### src/stcs_map.vh
// constants for the split timer control and status block
// assumes a 32-bit apb bus, byte addressing, one register per aligned word
//
// Function
// low match flag sets when low counter becomes equal to low compare value
// low match flag clears only by reading it as 1 then writing 0
// low wrap flag sets when low counter wraps from FF to 00
// low wrap flag clears by reading it set then writing 0
// low clear control 0 means low match never resets low counter
// low overflow interrupt enable 1 requests interrupt on low overflow
// high clear control 0 in 16-bit mode never clears combined counter on match
// 8-bit mode with high clear selected resets high counter on high match
// high match flag clears by reading it as 1 then writing 0
// high wrap flag clears by reading it as 1 then writing 0
// high overflow interrupt enable requests interrupt on high overflow
// control bits and flags reset to 0; request only while flag and enable; code registers requests, so they lag flag and enable by one clock
`ifndef STCS_MAP_VH
`define STCS_MAP_VH

// ----------------------------------------
// register offsets
// ----------------------------------------
`define STCS_ADDR_W      8
`define STCS_OFF_CTRL    8'h00
`define STCS_OFF_FLAGS   8'h04
`define STCS_OFF_CNT     8'h08
`define STCS_OFF_CMP     8'h0C
`define STCS_OFF_ISTAT   8'h10
`define STCS_OFF_ICLR    8'h14
`define STCS_OFF_IEN     8'h18

// ----------------------------------------
// control register fields
// ----------------------------------------
`define STCS_CTRL_W      6
`define STCS_CTRL_RST    6'h00
`define STCS_CTRL_CLRL   0
`define STCS_CTRL_OVIEL  1
`define STCS_CTRL_CLRH   2
`define STCS_CTRL_OVIEH  3
`define STCS_CTRL_MODE16 4
`define STCS_CTRL_RUN    5

// ----------------------------------------
// flag / event layout (flags, istat, iclr, ien share it)
// ----------------------------------------
`define STCS_NFLAG       4
`define STCS_FLAG_RST    4'h0
`define STCS_F_LMATCH    0
`define STCS_F_LWRAP     1
`define STCS_F_HMATCH    2
`define STCS_F_HWRAP     3

// ----------------------------------------
// counter and compare values
// ----------------------------------------
`define STCS_HALF_MAX    8'hFF
`define STCS_HALF_ZERO   8'h00
`define STCS_HALF_ONE    8'h01
`define STCS_CNT_RST     16'h0000
`define STCS_CMP_RST     16'hFFFF
`define STCS_DATA_ZERO   32'h00000000
`define STCS_CMP_LO_RST  8'hFF
`define STCS_CMP_HI_RST  8'hFF

// ----------------------------------------
// counter and compare word fields
// ----------------------------------------
`define STCS_LO_BITS     7:0
`define STCS_HI_BITS     15:8
`define STCS_CNT_BITS    15:0

`endif

### src/stcs_flag.v
// one software-cleared event flag with read-then-write-zero clear
// assumes the caller gives single-cycle pulses on the bus completion edge
module stcs_flag (
  input  wire clk,
  input  wire rst_n,
  input  wire set_pulse,
  input  wire rd_as_one,
  input  wire wr_access,
  input  wire wr_bit,
  output reg  flag_reg
);

  reg armed_reg;
  reg armed_next;
  reg flag_next;

  // ----------------------------------------
  // clear sequence and set priority
  // ----------------------------------------
  // any write ends the arming, so a stale read cannot clear a later event
  always @* begin
    flag_next  = flag_reg;
    armed_next = armed_reg;
    if (rd_as_one) begin
      armed_next = 1'b1;
    end
    if (wr_access) begin
      armed_next = 1'b0;
      if (armed_reg && !wr_bit) begin
        flag_next = 1'b0;
      end
    end
    // a new event wins over a clear in the same cycle
    if (set_pulse) begin
      flag_next = 1'b1;
    end
  end

  always @(posedge clk or negedge rst_n) begin
    if (!rst_n) begin
      flag_reg  <= 1'b0;
      armed_reg <= 1'b0;
    end else begin
      flag_reg  <= flag_next;
      armed_reg <= armed_next;
    end
  end

endmodule // stcs_flag

### src/stcs_top.v
// split timer: one 16-bit counter or two 8-bit halves, with flags and apb
// assumes count_tick is a one-cycle strobe made by a prescaler on clk
`include "stcs_map.vh"

module stcs_top (
  input  wire        clk,
  input  wire        rst_n,
  input  wire        count_tick,
  input  wire        psel,
  input  wire        penable,
  input  wire        pwrite,
  input  wire [7:0]  paddr,
  input  wire [31:0] pwdata,
  output reg  [31:0] prdata,
  output reg         pready,
  output reg         pslverr,
  output reg         irq,
  output reg         low_ovf_irq,
  output reg         high_ovf_irq
);

  // ----------------------------------------
  // declarations
  // ----------------------------------------
  reg  [`STCS_CTRL_W-1:0]  ctrl_reg;
  reg  [`STCS_CTRL_W-1:0]  ctrl_next;
  reg  [7:0]               low_half_counter_reg;
  reg  [7:0]               low_half_counter_next;
  reg  [7:0]               high_half_counter_reg;
  reg  [7:0]               high_half_counter_next;
  reg  [7:0]               low_half_compare_value_reg;
  reg  [7:0]               high_half_compare_value_reg;
  reg  [`STCS_NFLAG-1:0]   istat_reg;
  reg  [`STCS_NFLAG-1:0]   istat_next;
  reg  [`STCS_NFLAG-1:0]   ien_reg;
  reg  [`STCS_NFLAG-1:0]   event_vec;
  reg  [31:0]              rdata_next;
  reg                      addr_ok;
  reg                      low_match_ev;
  reg                      low_wrap_ev;
  reg                      high_match_ev;
  reg                      high_wrap_ev;
  reg                      low_eq;
  reg                      high_eq;
  reg                      comb_eq;
  reg                      low_at_max;
  reg                      high_at_max;
  reg                      comb_at_max;
  reg                      low_ovf_irq_next;
  reg                      high_ovf_irq_next;
  reg                      irq_next;
  wire [15:0]              combined_16bit_counter;
  wire [15:0]              comb_inc;
  wire [`STCS_NFLAG-1:0]   flag_vec;
  wire                     setup_ph;
  wire                     done;
  wire                     wr_done;
  wire                     rd_done;
  wire                     mode16;
  wire                     tick;
  wire                     wr_ctrl;
  wire                     wr_flags;
  wire                     wr_cnt;
  wire                     wr_cmp;
  wire                     wr_iclr;
  wire                     wr_ien;
  wire                     rd_flags;

  assign combined_16bit_counter = {high_half_counter_reg, low_half_counter_reg};
  assign comb_inc = combined_16bit_counter + 16'h0001;
  assign mode16   = ctrl_reg[`STCS_CTRL_MODE16];
  assign tick     = count_tick & ctrl_reg[`STCS_CTRL_RUN];

  // ----------------------------------------
  // apb slave phases
  // ----------------------------------------
  // pready rises one cycle after setup, so every access has one wait-free access cycle
  assign setup_ph = psel & ~penable;
  assign done     = psel & penable & pready;
  assign wr_done  = done & pwrite & ~pslverr;
  assign rd_done  = done & ~pwrite & ~pslverr;

  // ----------------------------------------
  // register strobes
  // ----------------------------------------
  // decoded once, so every process sees the same completion edge
  assign wr_ctrl  = wr_done & (paddr == `STCS_OFF_CTRL);
  assign wr_flags = wr_done & (paddr == `STCS_OFF_FLAGS);
  assign wr_cnt   = wr_done & (paddr == `STCS_OFF_CNT);
  assign wr_cmp   = wr_done & (paddr == `STCS_OFF_CMP);
  assign wr_iclr  = wr_done & (paddr == `STCS_OFF_ICLR);
  assign wr_ien   = wr_done & (paddr == `STCS_OFF_IEN);
  assign rd_flags = rd_done & (paddr == `STCS_OFF_FLAGS);

  // address decode for the setup cycle
  always @* begin
    case (paddr)
      `STCS_OFF_CTRL,
      `STCS_OFF_FLAGS,
      `STCS_OFF_CNT,
      `STCS_OFF_CMP,
      `STCS_OFF_ISTAT,
      `STCS_OFF_ICLR,
      `STCS_OFF_IEN: addr_ok = 1'b1;
      default:       addr_ok = 1'b0;
    endcase
  end

  // read mux, sampled in setup so flag arming sees exactly what software read
  always @* begin
    rdata_next = `STCS_DATA_ZERO;
    case (paddr)
      `STCS_OFF_CTRL:  rdata_next[`STCS_CTRL_W-1:0] = ctrl_reg;
      `STCS_OFF_FLAGS: rdata_next[`STCS_NFLAG-1:0] = flag_vec;
      `STCS_OFF_CNT:   rdata_next[`STCS_CNT_BITS] = combined_16bit_counter;
      `STCS_OFF_CMP:   rdata_next[`STCS_CNT_BITS] = {high_half_compare_value_reg,
                                           low_half_compare_value_reg};
      `STCS_OFF_ISTAT: rdata_next[`STCS_NFLAG-1:0] = istat_reg;
      `STCS_OFF_IEN:   rdata_next[`STCS_NFLAG-1:0] = ien_reg;
      default:         rdata_next = `STCS_DATA_ZERO; // iclr reads zero
    endcase
  end

  always @(posedge clk or negedge rst_n) begin
    if (!rst_n) begin
      pready  <= 1'b0;
      pslverr <= 1'b0;
      prdata  <= `STCS_DATA_ZERO;
    end else begin
      pready  <= setup_ph;
      if (setup_ph) begin
        pslverr <= ~addr_ok;
        prdata  <= pwrite ? `STCS_DATA_ZERO : rdata_next;
      end else if (done) begin
        pslverr <= 1'b0;
        prdata  <= `STCS_DATA_ZERO;
      end
    end
  end

  // ----------------------------------------
  // control, compare and enable registers
  // ----------------------------------------
  always @* begin
    ctrl_next = ctrl_reg;
    if (wr_ctrl) begin
      ctrl_next = pwdata[`STCS_CTRL_W-1:0];
    end
  end

  always @(posedge clk or negedge rst_n) begin
    if (!rst_n) begin
      ctrl_reg                    <= `STCS_CTRL_RST;
      ien_reg                     <= `STCS_FLAG_RST;
      low_half_compare_value_reg  <= `STCS_CMP_LO_RST;
      high_half_compare_value_reg <= `STCS_CMP_HI_RST;
    end else begin
      ctrl_reg <= ctrl_next;
      if (wr_ien) begin
        ien_reg <= pwdata[`STCS_NFLAG-1:0];
      end
      if (wr_cmp) begin
        low_half_compare_value_reg  <= pwdata[`STCS_LO_BITS];
        high_half_compare_value_reg <= pwdata[`STCS_HI_BITS];
      end
    end
  end

  // ----------------------------------------
  // compare detection
  // ----------------------------------------
  // equality and end-of-range terms, shared by both counting modes
  always @* begin
    low_eq      = (low_half_counter_reg == low_half_compare_value_reg);
    high_eq     = (high_half_counter_reg == high_half_compare_value_reg);
    comb_eq     = low_eq & high_eq;
    low_at_max  = (low_half_counter_reg == `STCS_HALF_MAX);
    high_at_max = (high_half_counter_reg == `STCS_HALF_MAX);
    comb_at_max = low_at_max & high_at_max;
  end

  // ----------------------------------------
  // counter and event detection
  // ----------------------------------------
  // a match is the counter holding the compare value; clearing happens on the
  // following tick, so the matched value is visible for a full count period
  always @* begin
    low_half_counter_next  = low_half_counter_reg;
    high_half_counter_next = high_half_counter_reg;
    low_match_ev  = 1'b0;
    low_wrap_ev   = 1'b0;
    high_match_ev = 1'b0;
    high_wrap_ev  = 1'b0;
    if (wr_cnt) begin
      // software load beats counting, no events from a load
      low_half_counter_next  = pwdata[`STCS_LO_BITS];
      high_half_counter_next = pwdata[`STCS_HI_BITS];
    end else if (tick && mode16) begin
      if (comb_eq && ctrl_reg[`STCS_CTRL_CLRH]) begin
        low_half_counter_next  = `STCS_HALF_ZERO;
        high_half_counter_next = `STCS_HALF_ZERO;
      end else begin
        low_half_counter_next  = comb_inc[`STCS_LO_BITS];
        high_half_counter_next = comb_inc[`STCS_HI_BITS];
        low_wrap_ev  = low_at_max;
        high_wrap_ev = comb_at_max;
      end
    end else if (tick) begin
      if (low_eq && ctrl_reg[`STCS_CTRL_CLRL]) begin
        low_half_counter_next = `STCS_HALF_ZERO;
      end else begin
        low_half_counter_next = low_half_counter_reg + `STCS_HALF_ONE;
        low_wrap_ev = low_at_max;
      end
      if (high_eq && ctrl_reg[`STCS_CTRL_CLRH]) begin
        high_half_counter_next = `STCS_HALF_ZERO;
      end else begin
        high_half_counter_next = high_half_counter_reg + `STCS_HALF_ONE;
        high_wrap_ev = high_at_max;
      end
    end
    // match events fire when a half changes onto its compare value
    if (low_half_counter_next != low_half_counter_reg) begin
      low_match_ev = (low_half_counter_next == low_half_compare_value_reg) & ~wr_cnt;
    end
    if (high_half_counter_next != high_half_counter_reg) begin
      high_match_ev = (high_half_counter_next == high_half_compare_value_reg) & ~wr_cnt;
    end
  end

  always @(posedge clk or negedge rst_n) begin
    if (!rst_n) begin
      low_half_counter_reg  <= `STCS_HALF_ZERO;
      high_half_counter_reg <= `STCS_HALF_ZERO;
    end else begin
      low_half_counter_reg  <= low_half_counter_next;
      high_half_counter_reg <= high_half_counter_next;
    end
  end

  // event vector in the shared flag layout
  always @* begin
    event_vec = `STCS_FLAG_RST;
    event_vec[`STCS_F_LMATCH] = low_match_ev;
    event_vec[`STCS_F_LWRAP]  = low_wrap_ev;
    event_vec[`STCS_F_HMATCH] = high_match_ev;
    event_vec[`STCS_F_HWRAP]  = high_wrap_ev;
  end

  // ----------------------------------------
  // software-cleared flags
  // ----------------------------------------
  // arming uses the captured read data, i.e. the value software really saw
  genvar gi;
  generate
    for (gi = 0; gi < `STCS_NFLAG; gi = gi + 1) begin : g_flag
      stcs_flag u_flag (
        .clk       (clk),
        .rst_n     (rst_n),
        .set_pulse (event_vec[gi]),
        .rd_as_one (rd_flags & prdata[gi]),
        .wr_access (wr_flags),
        .wr_bit    (pwdata[gi]),
        .flag_reg  (flag_vec[gi])
      );
    end
  endgenerate

  // ----------------------------------------
  // interrupt status, clear and enable
  // ----------------------------------------
  // sticky status; write one to clear, a new event in the same cycle wins
  always @* begin
    istat_next = istat_reg;
    if (wr_iclr) begin
      istat_next = istat_reg & ~pwdata[`STCS_NFLAG-1:0];
    end
    istat_next = istat_next | event_vec;
  end

  // ----------------------------------------
  // interrupt outputs
  // ----------------------------------------
  // request levels before the output flops
  always @* begin
    low_ovf_irq_next  = flag_vec[`STCS_F_LWRAP] & ctrl_reg[`STCS_CTRL_OVIEL];
    high_ovf_irq_next = flag_vec[`STCS_F_HWRAP] & ctrl_reg[`STCS_CTRL_OVIEH];
    irq_next          = (|(istat_reg & ien_reg)) | low_ovf_irq_next | high_ovf_irq_next;
  end

  // outputs registered: requests follow their causes by one clock
  always @(posedge clk or negedge rst_n) begin
    if (!rst_n) begin
      istat_reg    <= `STCS_FLAG_RST;
      irq          <= 1'b0;
      low_ovf_irq  <= 1'b0;
      high_ovf_irq <= 1'b0;
    end else begin
      istat_reg    <= istat_next;
      low_ovf_irq  <= low_ovf_irq_next;
      high_ovf_irq <= high_ovf_irq_next;
      irq          <= irq_next;
    end
  end

endmodule // stcs_top

### config.mk
export PLATFORM = sky130hd
export DESIGN_NAME = stcs_top
export DESIGN_NICKNAME = d
export VERILOG_FILES = /design/src/stcs_flag.v /design/src/stcs_top.v
export VERILOG_INCLUDE_DIRS = /design/src /design/src/src
export SDC_FILE = /design/constraint.sdc
export NUM_CORES = 1
export LEC_CHECK = 0
export BUFFER_PORTS_ARGS = -buffer_cell sky130_fd_sc_hd__buf_2
export CAP_MARGIN = 0
export CORE_UTILIZATION = 48
export DETAILED_ROUTE_END_ITERATION = 10
export PLACE_DENSITY = 0.69
export SYNTH_ARGS = -nofsm -noshare
export SYNTH_HDL_FRONTEND = slang
export SYNTH_HIERARCHICAL = 1
export SYNTH_SLANG_ARGS = --single-unit
export TNS_END_PERCENT = 50
### constraint.sdc
create_clock -name clk -period 4.09 [get_ports clk]
set_input_delay 0.409 -clock clk [delete_from_list [all_inputs] [get_ports clk]]
set_output_delay 0.409 -clock clk [all_outputs]
set_load 0.1 [all_outputs]
==> flow_summary.ini <==
[clock_tree]
cts_resized = 0
clock_latency_ns = 0.37
clock-sinks = 75
cts_hold_buffers = 0
cts_tree = done
root_buffer = clkbuf_8
cts_made_buffers = 9
htree_levels = 3
cts_buffer_depth = 2
cts_setup_buffers = 0
path_clk_slew_ns = 0.09

[pwr]
power.density_nw_per_um2 = 272
vdd_drop_max_uv = 205
p_leak_uw = 0.00253

[sta]
period_minus_slack_ns = 3.44
rsz0062_at_grt = false
fin_skew_ns = 0.00937
slew_headroom_pct = 25.9
drv_slew = 0
setup_tns_ns = 0
tightest_slew_ns = 1.10
finalCritPeriodShare_pct = 84.0
hold_viol = 0
timing.fmax_ghz = 0.291
finalSetupViolCount = 0

[global_routing]
grt_overflow = 0
grt_max_degree = 76
antenna_found_initial = 0
grt_pass1_vias = 4302
grt_pass1_wl_um = 23100
grt_usage_pct = 26.8

[worst_setup_path]
startpoint_type = flip-flop
crit_required_ns = 4.40
path_max_fanout = 10
arrival_ns = 3.75
criticalPathCategory = flip-flop to flip-flop
end_kind = flip-flop

[floorplanning]
dieArea_sq_um = 11300
rows = 37
fp.dieH_um = 106
die_w_um = 106
io-pin-count = 83
start_util_pct = 50.0
fp.coreArea_sq_um = 10500

[synth]
synth_top_area_share_pct = 28.2
synthesis.area_sq_um = 5230
synthArstFlopShare_pct = 100
ys_types = 84
synth_area_per_cell_sq_um = 9.11
synth_ff_type = dfrtp_1
synth_cells = 574
yosys.area.top_type = dfrtp_1
ys_seq_area_share_pct = 36.3
ys_top_cells_by_area = dfrtp_1, dfstp_2, mux2_2
ys_warn_count = 6
synth_edf_count = 0
synth.ff_latch_count = 75

[cells_and_area]
top_register = prdata
nets = 649
drive_above_1_share_pct = 24.4
syn2layout_area_growth_pct = 7.20
final_common_cell = dfrtp_1
antenna_cells = 0
fin_area_sq_um = 5610
final_cell_mix = dfrtp_1, nand2_1, buf_2, nor2_1, o21ai_0
largest_register_ff_count = 16

[route]
wl_um = 14500
vias = 4541
viasPerCell = 6.12
post-route-drc-count = 0
wl_per_cell_um = 19.5
ant_nets = 0
drt-initial-drc-count = 290
drtPass1Iterations = 5

[run]
cap_violations = 0

[run_status]
status = finished, final reports clean

[placed_design]
post-dp-hpwl_um = 10300
place_congestion = 0.904
placed_area_sq_um = 5410
portBuffers = 50

[worst_hold_path]
hold_path_class = primary input to async pin
path summary, 6_finish.rpt:
check                                              from                         to  slack, ns  depth (start not counted)
max in group asynchronous                         rst_n   high_half_counter_reg[4]       3.26                          1
worst min-delay path                              rst_n   high_half_counter_reg[0]       0.15                          1
min in group clk                                penable                     pready       0.24                          2
worst max register to register  low_half_counter_reg[2]  g_flag[2].u_flag/flag_reg       0.65                         10
worst max-delay path            low_half_counter_reg[2]  g_flag[2].u_flag/flag_reg       0.65                         10
worst min register to register                prdata[7]                  prdata[7]       0.48                          2
where the power goes:
group	internal, uW	total [uW]	switching, uW
combinational	26.8	159	132
clock	301	614	313
sequential	746	752	6.14
logic make-up after synthesis:
logic type	Yosys count	synth area share, %
simple gates	194	19.2
compound gates	140	18.9
flops	75	36.3
buf+inv	71	7.97
xor+xnor	53	8.88
mux	38	8.16
fa+ha+maj	2	0.478
other cells	1	0.0717
through the flow:
stage               power (uW)  setup slack (ns)  hold slack [ns]  utilization [%]  instances
floorplan                  888             0.873            0.113                -        589
detailed placement         925             0.741            0.465             51.7        726
CTS                       1530             0.717            0.229             53.6        742
global placement           923             0.737            0.455             51.7        726
finish                    1530             0.654            0.150             53.6        742
global route              1570             0.493            0.233             53.6        742
worst max-delay path, cell delays in order, from the launching register on:
cell and delay, ns:
dfrtp_1 0.63, nand4_1 0.47, nor4_1 0.56, nand3_1 0.20, xor2_1 0.17, o21ai_0 0.27
xnor2_1 0.20, nand3_1 0.12, or4_4 0.56, nor2_1 0.11, a21o_1 0.09
cell usage after synthesis, types with 3 or more instances:
cell and count:
xor2_1 28, inv_1 14, a22oi_1 15, nand3b_1 5, and2_2 4, dfrtp_1 59, or3_1 9, nand3_1 19
nor2_1 41, a31o_2 4, buf_1 5, o22ai_1 4, clkbuf_8 3, o211ai_1 7, nor3_1 13, a31oi_1 3
nor2b_1 4, a22o_1 3, o31ai_1 5, nand2_1 57, clkbuf_1 12, a21o_1 7, o21ai_0 31, buf_2 10
buf_4 23, and2_1 4, xnor2_1 25, mux2_2 27, and3_1 8, dfstp_2 16, nand4_1 5, nor4_2 3
nor4_1 8, a21oi_1 23, mux2i_1 10
layer usage:
layer | part of all wire [%] | wire length (um) | vias up | GRT usage, %
li1 | - | - | 2092 | -
met1 | 45 | 6540 | 2196 | 37.2
met2 | 45 | 6530 | 218 | 40.5
met3 | 7.4 | 1070 | 35 | 5.89
met4 | 2.4 | 350 | 0 | 10.3
met5 | 0 | 0 | - | 0
final cells by class:
cell class                      count  area [sq um]
Tap cell                          136           170
Timing Repair Buffer               58           313
Multi-Input combinational cell    443          2970
Inverter                           14          52.6
Sequential cell                    75          1900
Fill cell                         956          4860
Clock inverter                      5          60.1
Clock buffer                       11           141
No activity file was read; power rests on OpenSTA's default activity.
